--- src/hw/mmd_pkg.sv ---
// Purpose: constants for the memory map decoder
// Assumes: 16-bit byte addresses, one region per address
// Notes: bounds are inclusive
package mmd_pkg;

  localparam int unsigned ADDR_W = 16;

  // region codes, one-hot
  typedef enum logic [11:0] {
    MMD_UNIMPL    = 12'h001,
    MMD_IO_PAGE   = 12'h002,
    MMD_RAM       = 12'h004,
    MMD_CAN_WIN   = 12'h008,
    MMD_PROG_ROM  = 12'h010,
    MMD_FLASH     = 12'h020,
    MMD_SYS_REG   = 12'h040,
    MMD_RESERVED  = 12'h080,
    MMD_MON_ROM   = 12'h100,
    MMD_PROT_REG  = 12'h200,
    MMD_VECTOR    = 12'h400,
    MMD_SECURITY  = 12'h800
  } mmd_region_t;

  localparam logic [15:0] IO_LO = 16'h0000;
  localparam logic [15:0] IO_HI = 16'h003f;
  localparam logic [15:0] RAM_LO = 16'h0040;
  localparam logic [15:0] RAM_HI = 16'h043f;
  localparam logic [15:0] CAN_LO = 16'h0500;
  localparam logic [15:0] CAN_HI = 16'h057f;
  localparam logic [15:0] PROM_LO = 16'h1c00;
  localparam logic [15:0] PROM_HI = 16'h1d95;
  localparam logic [15:0] FLASH_LO = 16'hc000;
  localparam logic [15:0] FLASH_HI = 16'hfdff;
  localparam logic [15:0] SYS_LO = 16'hfe00;
  localparam logic [15:0] SYS_HI = 16'hfe0c;
  localparam logic [15:0] SYS_RSVD = 16'hfe07;
  localparam logic [15:0] COMPAT_LO = 16'hfe10;
  localparam logic [15:0] COMPAT_HI = 16'hfe1f;
  localparam logic [15:0] MON_LO = 16'hfe20;
  localparam logic [15:0] MON_HI = 16'hff7d;
  localparam logic [15:0] PROT_ADDR = 16'hff7e;
  localparam logic [15:0] VEC_LO = 16'hffd4;
  localparam logic [15:0] SEC_LO = 16'hfff6;
  localparam logic [15:0] SEC_HI = 16'hfffd;

  // system register index within the high page
  localparam logic [3:0] SYS_IDX_RESET_CAUSE = 4'h1;
  localparam logic [3:0] SYS_IDX_FLASH_CTRL = 4'h8;
  localparam logic [3:0] SYS_IDX_BRK_CTRL = 4'hb;
  localparam logic [3:0] SYS_IDX_LOW_VOLT = 4'hc;

endpackage : mmd_pkg

--- src/hw/mmd_decoder.sv ---
// Purpose: classify each cpu bus address into one memory map region
// Assumes: cpu core on the same clock; address held with a valid strobe
// Notes: outputs are registered, one cycle after the access
//   pulses last one cycle; a slower consumer has to stretch them itself
`timescale 1ns/10ps

module mmd_decoder (
  // clock and reset
  input wire logic clk,
  input wire logic srst,
  // cpu bus
  input wire logic [15:0] cpu_addr,
  input wire logic cpu_valid,
  // decode results
  output mmd_pkg::mmd_region_t region_ff,
  output logic [12:0] sys_reg_sel_ff,
  output logic reset_cause_sel_ff,
  output logic flash_control_register_sel_ff,
  output logic breakpoint_control_register_sel_ff,
  output logic low_voltage_status_register_sel_ff,
  output logic flash_protect_register_sel_ff,
  output logic sel_valid_ff,
  output logic illegal_addr_ff,
  output logic reserved_access_ff
);

  // ----------------------------------------
  // decode terms
  // ----------------------------------------
  // one hit flag per address range; overlaps are settled by the ladder below
  logic hit_io;
  logic hit_ram;
  logic hit_can;
  logic hit_prog_rom;
  logic hit_flash;
  logic hit_sys;
  logic hit_sys_rsvd;
  logic hit_compat;
  logic hit_mon;
  logic hit_prot;
  logic hit_vec;
  logic hit_sec;
  logic [12:0] sys_idx_hit;
  mmd_pkg::mmd_region_t region_c;
  // next values, one group of state each
  mmd_pkg::mmd_region_t nxt_region;
  logic [12:0] nxt_sys_sel;
  logic nxt_reset_cause_sel;
  logic nxt_flash_control_register_sel;
  logic nxt_breakpoint_control_register_sel;
  logic nxt_low_voltage_status_register_sel;
  logic nxt_flash_protect_register_sel;
  logic nxt_valid;
  logic nxt_illegal;
  logic nxt_reserved;

  // ----------------------------------------
  // range compares
  // ----------------------------------------
  // bounds are inclusive; plain magnitude compares keep the decode one level deep
  always_comb begin
    hit_io = (cpu_addr <= mmd_pkg::IO_HI);
    hit_ram = (cpu_addr >= mmd_pkg::RAM_LO) && (cpu_addr <= mmd_pkg::RAM_HI);
    hit_can = (cpu_addr >= mmd_pkg::CAN_LO) && (cpu_addr <= mmd_pkg::CAN_HI);
    hit_prog_rom = (cpu_addr >= mmd_pkg::PROM_LO) && (cpu_addr <= mmd_pkg::PROM_HI);
    hit_flash = (cpu_addr >= mmd_pkg::FLASH_LO) && (cpu_addr <= mmd_pkg::FLASH_HI);
    hit_sys = (cpu_addr >= mmd_pkg::SYS_LO) && (cpu_addr <= mmd_pkg::SYS_HI);
    hit_sys_rsvd = (cpu_addr == mmd_pkg::SYS_RSVD);
    hit_compat = (cpu_addr >= mmd_pkg::COMPAT_LO) && (cpu_addr <= mmd_pkg::COMPAT_HI);
    hit_mon = (cpu_addr >= mmd_pkg::MON_LO) && (cpu_addr <= mmd_pkg::MON_HI);
    hit_prot = (cpu_addr == mmd_pkg::PROT_ADDR);
    hit_vec = (cpu_addr >= mmd_pkg::VEC_LO);
    hit_sec = (cpu_addr >= mmd_pkg::SEC_LO) && (cpu_addr <= mmd_pkg::SEC_HI);
  end

  // ----------------------------------------
  // system register selects
  // ----------------------------------------
  // one compare per slot; the reserved slot is not a system register, so its bit stays low
  for (genvar gi = 0; gi < $bits(sys_idx_hit); gi++) begin : g_sys_idx
    assign sys_idx_hit[gi] = (region_c == mmd_pkg::MMD_SYS_REG) && (cpu_addr[3:0] == 4'(gi));
  end

  // ----------------------------------------
  // region priority
  // ----------------------------------------
  // priority ladder gives exactly one region per address; first match wins
  // the reserved slot sits ahead of the system range so it never selects a register
  always_comb begin
    region_c = mmd_pkg::MMD_UNIMPL;
    if (hit_io) begin
      region_c = mmd_pkg::MMD_IO_PAGE;
    end else if (hit_ram) begin
      region_c = mmd_pkg::MMD_RAM;
    end else if (hit_can) begin
      region_c = mmd_pkg::MMD_CAN_WIN;
    end else if (hit_prog_rom) begin
      region_c = mmd_pkg::MMD_PROG_ROM;
    end else if (hit_flash) begin
      region_c = mmd_pkg::MMD_FLASH;
    end else if (hit_sys_rsvd) begin
      region_c = mmd_pkg::MMD_RESERVED;
    end else if (hit_sys) begin
      region_c = mmd_pkg::MMD_SYS_REG;
    end else if (hit_compat) begin
      region_c = mmd_pkg::MMD_RESERVED;
    end else if (hit_mon) begin
      region_c = mmd_pkg::MMD_MON_ROM;
    end else if (hit_prot) begin
      region_c = mmd_pkg::MMD_PROT_REG;
    end else if (hit_sec) begin
      region_c = mmd_pkg::MMD_SECURITY;
    end else if (hit_vec) begin
      region_c = mmd_pkg::MMD_VECTOR;
    end
  end

  // ----------------------------------------
  // region register
  // ----------------------------------------
  // holds the last access's region so a slow reader can still see it
  always_comb begin
    nxt_region = region_ff;
    if (cpu_valid) begin
      nxt_region = region_c;
    end
  end

  // after reset the region reads as unimplemented until the first access
  always_ff @(posedge clk) begin
    if (srst) begin
      region_ff <= mmd_pkg::MMD_UNIMPL;
    end else begin
      region_ff <= nxt_region;
    end
  end

  // ----------------------------------------
  // select pulses
  // ----------------------------------------
  // idle cycles clear every select, so each access gives at most one pulse
  always_comb begin
    nxt_sys_sel = '0;
    nxt_reset_cause_sel = 1'b0;
    nxt_flash_control_register_sel = 1'b0;
    nxt_breakpoint_control_register_sel = 1'b0;
    nxt_low_voltage_status_register_sel = 1'b0;
    nxt_flash_protect_register_sel = 1'b0;
    if (cpu_valid) begin
      nxt_sys_sel = sys_idx_hit;
      nxt_reset_cause_sel = sys_idx_hit[mmd_pkg::SYS_IDX_RESET_CAUSE];
      nxt_flash_control_register_sel = sys_idx_hit[mmd_pkg::SYS_IDX_FLASH_CTRL];
      nxt_breakpoint_control_register_sel = sys_idx_hit[mmd_pkg::SYS_IDX_BRK_CTRL];
      nxt_low_voltage_status_register_sel = sys_idx_hit[mmd_pkg::SYS_IDX_LOW_VOLT];
      nxt_flash_protect_register_sel = (region_c == mmd_pkg::MMD_PROT_REG);
    end
  end

  always_ff @(posedge clk) begin
    if (srst) begin
      sys_reg_sel_ff <= '0;
      reset_cause_sel_ff <= 1'b0;
      flash_control_register_sel_ff <= 1'b0;
      breakpoint_control_register_sel_ff <= 1'b0;
      low_voltage_status_register_sel_ff <= 1'b0;
      flash_protect_register_sel_ff <= 1'b0;
    end else begin
      sys_reg_sel_ff <= nxt_sys_sel;
      reset_cause_sel_ff <= nxt_reset_cause_sel;
      flash_control_register_sel_ff <= nxt_flash_control_register_sel;
      breakpoint_control_register_sel_ff <= nxt_breakpoint_control_register_sel;
      low_voltage_status_register_sel_ff <= nxt_low_voltage_status_register_sel;
      flash_protect_register_sel_ff <= nxt_flash_protect_register_sel;
    end
  end

  // ----------------------------------------
  // access flags
  // ----------------------------------------
  // illegal feeds the reset logic; reserved is flagged only, no reset is asked for
  // the strobe echoes every access, legal or not
  always_comb begin
    nxt_valid = cpu_valid;
    nxt_illegal = 1'b0;
    nxt_reserved = 1'b0;
    if (cpu_valid) begin
      nxt_illegal = (region_c == mmd_pkg::MMD_UNIMPL);
      nxt_reserved = (region_c == mmd_pkg::MMD_RESERVED);
    end
  end

  always_ff @(posedge clk) begin
    if (srst) begin
      sel_valid_ff <= 1'b0;
      illegal_addr_ff <= 1'b0;
      reserved_access_ff <= 1'b0;
    end else begin
      sel_valid_ff <= nxt_valid;
      illegal_addr_ff <= nxt_illegal;
      reserved_access_ff <= nxt_reserved;
    end
  end

endmodule : mmd_decoder

--- config.mk ---
export PLATFORM = sky130hd
export DESIGN_NAME = mmd_decoder
export DESIGN_NICKNAME = d
export VERILOG_FILES = /design/src/hw/mmd_pkg.sv /design/src/hw/mmd_decoder.sv
export SDC_FILE = /design/constraint.sdc
export NUM_CORES = 1
export LEC_CHECK = 0
export BUFFER_PORTS_ARGS = -buffer_cell sky130_fd_sc_hd__buf_2
export CORE_MARGIN = 2
export CORE_UTILIZATION = 25
export CTS_CLUSTER_SIZE = 25
export DETAILED_ROUTE_END_ITERATION = 12
export GPL_TIMING_DRIVEN = 0
export MAX_ROUTING_LAYER = met4
export SYNTH_ARGS = -nofsm -noshare
export SYNTH_HDL_FRONTEND = slang
export SYNTH_SLANG_ARGS = --single-unit
--- constraint.sdc ---
create_clock -name clk -period 2 [get_ports clk]
set_input_delay 0.4 -clock clk [delete_from_list [all_inputs] [get_ports clk]]
set_output_delay 0.4 -clock clk [all_outputs]
set_load 0.02 [all_outputs]
## Word level (Yosys, flattened, before mapping)

Index checks and enable logic that the tools add are counted.
W data, S select, Z words.

- Order comparisons: 18
- Equal/unequal tests: 18
- Multiplexer cells: 12
- Bitwise logic cells: 1
- Reductions and logical operators: 23

Operator list:

| cell | count |
|---|---|
| $mux W12 | 11 |
| $ge A16 B16 Y1 const B | 6 |
| $le A16 B16 Y1 const B | 5 |
| $eq A16 B16 Y1 const B | 2 |
| $le A16 B11 Y1 const B | 2 |
| $logic_and A1 B1 Y1 | 21 |
| $eq A4 B4 Y1 const B | 5 |
| $eq A4 B3 Y1 const B | 4 |
| $ge A16 B11 Y1 const B | 1 |
| $ge A16 B13 Y1 const B | 1 |
| $ge A16 B7 Y1 const B | 1 |
| $le A16 B13 Y1 const B | 1 |
| $le A16 B6 Y1 const B | 1 |
| $eq A12 B1 Y1 const B | 1 |
| $eq A12 B10 Y1 const B | 1 |
| $eq A12 B7 Y1 const B | 1 |
| $eq A12 B8 Y1 const B | 1 |
| $mux W11 | 1 |
| $eq A4 B2 Y1 const B | 2 |
| $eq A4 B1 Y1 const B | 1 |
| $logic_not A4 Y1 | 1 |
| $reduce_or A2 Y1 | 1 |
| $not A1 Y1 | 1 |

- Bits in registers: 33
- Input port bits: 19
- Output and inout bits: 33
- Word-level logic and storage cells: 82

## Logic depth before layout (Yosys ltp)

- Word-level depth: 15
- Gate-level depth with buffers: 6
- Gate-level depth less buffers: 5

## Least setup slack after synthesis

OpenSTA, ideal clock, no wires.

- Path kind: input port to flip-flop
- From: in cpu_addr[5]
- To: reg region_ff[0]
- Library setup time: 130 ps
- Data arrival time: 1586 ps
- Data required time: 1870 ps
- Slack: 284 ps
- Stages on the path: 4
- Path buffers: 0
- Cells stage by stage: or4_4 -> or3b_1 -> o211ai_1 -> o31ai_1

- Cells in the longest elaborated chain, start to end: 13
- Elaborated cells between the ends (all ways): 40
- Classes of those cells: 18 x order compare; 2 x eq/ne; 12 x mux; 8 x reduce/logical

RTL lines:

| item | RTL line | text |
|---|---|---|
| start: declaration | mmd_decoder.sv:12 | `input wire logic [15:0] cpu_addr,` |
| $ge A16 B16 Y1, or another cell as far along | mmd_decoder.sv:72 | `hit_vec = (cpu_addr >= mmd_pkg::VEC_LO);` |
| $mux W11 or $logic_and A1 B1 Y1 (tied branches) | mmd_decoder.sv:113, mmd_decoder.sv:73 |  |
| $mux W12 | mmd_decoder.sv:111 | `end else if (hit_sec) begin` |
| $mux W12 | mmd_decoder.sv:109 | `end else if (hit_prot) begin` |
| $mux W12 | mmd_decoder.sv:107 | `end else if (hit_mon) begin` |
| $mux W12 | mmd_decoder.sv:105 | `end else if (hit_compat) begin` |
| $mux W12 | mmd_decoder.sv:103 | `end else if (hit_sys) begin` |
| $mux W12 | mmd_decoder.sv:101 | `end else if (hit_sys_rsvd) begin` |
| $mux W12 | mmd_decoder.sv:99 | `end else if (hit_flash) begin` |
| $mux W12 | mmd_decoder.sv:97 | `end else if (hit_prog_rom) begin` |
| $mux W12 | mmd_decoder.sv:95 | `end else if (hit_can) begin` |
| $mux W12 | mmd_decoder.sv:93 | `end else if (hit_ram) begin` |
| $mux W12 * | mmd_decoder.sv:91 | `if (hit_io) begin` |
| end signal: assignment | mmd_decoder.sv:132 | `region_ff <= mmd_pkg::MMD_UNIMPL;` |
| end signal: assignment | mmd_decoder.sv:134 | `region_ff <= nxt_region;` |
| end: declaration | mmd_decoder.sv:15 | `output mmd_pkg::mmd_region_t region_ff,` |

Mark *: on every way between the ends. The rest lies on a longest branch, timed or not.
A chain may end at the register's enable or synchronous reset.

## Worst setup path in the final report

- From: in cpu_addr[7]
- To: reg region_ff[0]

Same word-level chain as after synthesis.

==> results.md <==
| Result | Reported | Unit |
| --- | --- | --- |
| Status | completed | - |
| Critical Path RT | 2150 | ps |
| Number of synthesized flops with an enable pin | 0 | - |
| Post-layout nets | 223 | - |
| Number of global-route vias before repair | 1110 | - |
| Ratio of cells with drive above 1 in the final layout | 33.3 | % |
| Largest area contributor in the netlist | sky130_fd_sc_hd__dfxtp_1 | - |
| Leakage power total | 0.751 | nW |
| Sequential-to-total area share from yosys stat | 45.6 | % |
| Actual slew at the worst max-slew pin | 525 | ps |
| Vias per cell | 4.44 | - |
| GPL Wtd Cong | 0.874 | - |
| Cts repair resizes | 0 | - |
| Min-Delay Path Class | in -> reg | - |
| Synthesized instance count | 149 | - |
| Flop and latch count out of synthesis | 29 | - |
| Final Hold Viols | 0 | - |
| Clock network latency to the later pin of the worst-skew pair | 270 | ps |
| Fraction of registers with async set/reset | 0 | % |
| TritonCTS clock tree | built | - |
| Number of antenna violations at the first check in global routing | 0 | - |
| Starting Density | 26.4 | % |
| Wire length per cell | 11.4 | um |
| Crit Path Category | in -> reg | - |
| Final count of negative-setup-slack endpoints | 0 | - |
| Post-synth top flop | sky130_fd_sc_hd__dfxtp_1 | - |
| Post-CTS setup buffer count | 0 | - |
| Number of antenna repair diodes | 0 | - |
| Worst slew margin relative to its limit | 64.5 | % |
| RSZ-0062 raised after global routing | no | - |
| Critical path launch point type | input port | - |
| Fill cell count | 550 | - |
| Initial DRT Pass Iterations | 6 | - |
| Number of nets with antenna violations after detailed routing | 0 | - |
| Arrival time at the worst endpoint | 1970 | ps |
| Post-Place Cell Area | 1600 | um2 |
| Fmax | 0.549 | GHz |
| Routed wire length | 3080 | um |
| Global-route total usage across every layer | 11.9 | % |
| Count of max-cap constraint violations | 0 | - |
| Count of pins on the block boundary | 52 | - |
| Switching share of total power | 23.2 | % |
| Distinct cells, synth | 44 | - |
| Total negative slack | 0 | ps |
| Yosys warning total | 0 | - |
| Final non-filler cell total | 271 | - |
| Area share of the leading cell type in the synthesized netlist | 45.6 | % |
| Sequential power share | 50.3 | % |
| Number of clock sinks seen by CTS | 29 | - |
| Via count | 1204 | - |
| Design area | 1680 | um2 |
| Syn_area_per_cell | 8.54 | um2 |
| Combinational share of power | 9.4 | % |
| Std-Cell Rows | 25 | - |
| Half-perimeter wire length after placement | 2390 | um |
| Maximum number of pins on one net before global-route repair | 11 | - |
| Switching power summed over all nets | 0.270 | mW |
| Largest driver fanout on the critical path | 7 | - |
| Number of remaining DRC errors | 0 | - |
| Top cells by area, synth | sky130_fd_sc_hd__dfxtp_1, sky130_fd_sc_hd__nand2_1, sky130_fd_sc_hd__nor2_1, sky130_fd_sc_hd__a21oi_1, sky130_fd_sc_hd__nor3_1 | - |
| Clock tree buffer depth | 2 | - |
| Count of placed standard cells including taps | 264 | - |
| IR drop worst, VDD | 205 | uV |
| Total gr overflow | 0 | - |
| Endpoint kind of the worst setup timing path | flip-flop | - |
| Share of total power in the clock network | 40.3 | % |
| Portion of the clock cycle consumed by the worst path in the final layout | 91.1 | % |
| Setup Slack @ Placement | -44.6 | ps |
| First-iteration detailed-routing DRC count | 24 | - |
| Slack of the critical path | 178 | ps |
| Combined area of all synthesized cells | 1270 | um2 |
| Cell-internal power | 0.894 | mW |
| Synthesized Nets | 168 | - |
| Wire length of the first global-routing pass | 4890 | um |
| Pins over their slew limit | 0 | - |
| Area Overhead vs Synth | 32.3 | % |
| Hold-fix buffers, CTS | 0 | - |
| CTS root buffer | sky130_fd_sc_hd__clkbuf_8 | - |
| Vertical die dimension | 75.3 | um |
| Number of port buffers | 48 | - |
| Layout Skew | 0 | ps |
| Die area | 5680 | um2 |
| Time the worst path needs with I/O delays and setup | 1820 | ps |
| Reg clk slew, reported paths | 60 | ps |
| Horiz. Die Dim | 75.3 | um |
| Power per Cell Area | 692 | nW/um2 |
| Number of CTS-inserted buffers | 5 | - |
| Placeable core region | 4820 | um2 |
| Deepest level of the CTS H-tree | 2 | - |
==> critical path: stages <==
cell	delay, ps
sky130_fd_sc_hd__buf_2	140
sky130_fd_sc_hd__or4_1	600
sky130_fd_sc_hd__nor4b_1	530
sky130_fd_sc_hd__a31oi_1	80
sky130_fd_sc_hd__nand4_1	150
sky130_fd_sc_hd__o31ai_1	70
==> final timing paths <==
| kind | startpoint | to | slack [ps] | cells past startpoint |
|---|---|---|---|---|
| worst max-delay path | cpu_addr[7] | region_ff[0] | 180 | 6 |
| worst min-delay path | srst | region_ff[10] | 330 | 2 |
| worst max register to register | region_ff[0] | region_ff[0] | 1360 | 2 |
| worst min register to register | region_ff[10] | region_ff[10] | 460 | 2 |
==> power groups by stage <==
stage	clock network (mW)	registers, mW	logic [mW]
after CTS	0.483	0.585	0.109
after global placement	0	0.598	0.108
final	0.470	0.585	0.109
after floorplan	0	0.605	0.0545
after global routing	0.514	0.585	0.122
after detailed placement	0	0.598	0.109
==> area by class of cell <==
| cell class | instances | area [um2] | share of cell area [%] |
|---|---|---|---|
| well taps | 67 | 83.8 | 4.98 |
| multi-input cells | 107 | 627 | 37.2 |
| inverters | 3 | 11.3 | 0.669 |
| flip-flops and latches | 29 | 581 | 34.5 |
| repair buffers | 48 | 240 | 14.3 |
| plain buffers | 10 | 53.8 | 3.20 |
| clock buffers | 7 | 86.3 | 5.13 |
==> routing by layer <==
layer  vias up  part of all wire [%]  global-route usage, %
met1       535                    48                   14.7
met5         -                     0                      -
li1        627                     -                      -
met3         4                   7.1                   4.10
met4         0                   1.6                   4.68
met2        38                    44                   17.8
==> stage by stage <==
| step | utilization (%) | total power, mW | hold WS, ps |
|---|---|---|---|
| 5_1_grt | 34.9 | 1.22 | 337 |
| 2_1_floorplan | - | 0.660 | 469 |
| 3_3_place_gp | 33.1 | 0.706 | 441 |
| 3_5_place_dp | 33.1 | 0.707 | 445 |
| 6_report | 34.9 | 1.16 | 332 |
| 4_1_cts | 34.9 | 1.18 | 329 |
==> cells in the mapped netlist (2+ instances only) <==
master,n
sky130_fd_sc_hd__or3_4,2
sky130_fd_sc_hd__a31oi_1,3
sky130_fd_sc_hd__or3_1,2
sky130_fd_sc_hd__o211ai_1,2
sky130_fd_sc_hd__nor2b_1,2
sky130_fd_sc_hd__and3_1,4
sky130_fd_sc_hd__nand4_1,4
sky130_fd_sc_hd__o21a_1,4
sky130_fd_sc_hd__a21oi_1,9
sky130_fd_sc_hd__clkbuf_1,5
sky130_fd_sc_hd__nand2_1,17
sky130_fd_sc_hd__dfxtp_1,29
sky130_fd_sc_hd__inv_1,2
sky130_fd_sc_hd__nand2b_1,4
sky130_fd_sc_hd__mux2i_1,2
sky130_fd_sc_hd__nor3_1,6
sky130_fd_sc_hd__buf_4,4
sky130_fd_sc_hd__o31ai_1,2
sky130_fd_sc_hd__nand3_1,5
sky130_fd_sc_hd__nor2_1,17
==> cell families after synthesis <==
group	count (synthesis)	synth area share, %
DFF	29	45.6
xor gates and xnor gates	2	1.38
muxes	2	1.57
other	1	0.295
AOI/OAI and AO/OA	26	13.0
buffers and inverters	13	5.11
adders and majority gates	1	0.787
and+or+nand+nor	75	32.3
==> sequential cells by signal (all words and copies together), names as in the netlist <==
register and count:
sel_valid_ff 1, flash_protect_register_sel_ff 1, sys_reg_sel_ff 13, reserved_access_ff 1
illegal_addr_ff 1, region_ff 12
==> cell usage in the layout, fill, tap and decap left out, types with 5 or more instances in the layout <==
| cell type | count |
|---|---|
| sky130_fd_sc_hd__buf_2 | 49 |
| sky130_fd_sc_hd__dfxtp_1 | 29 |
| sky130_fd_sc_hd__nand2_1 | 17 |
| sky130_fd_sc_hd__nor2_1 | 17 |
| sky130_fd_sc_hd__a21oi_1 | 9 |
| sky130_fd_sc_hd__clkbuf_1 | 6 |
| sky130_fd_sc_hd__nor3_1 | 6 |
| sky130_fd_sc_hd__clkbuf_8 | 6 |
| sky130_fd_sc_hd__nand3_1 | 5 |
No activity file was read; power rests on OpenSTA's default activity.
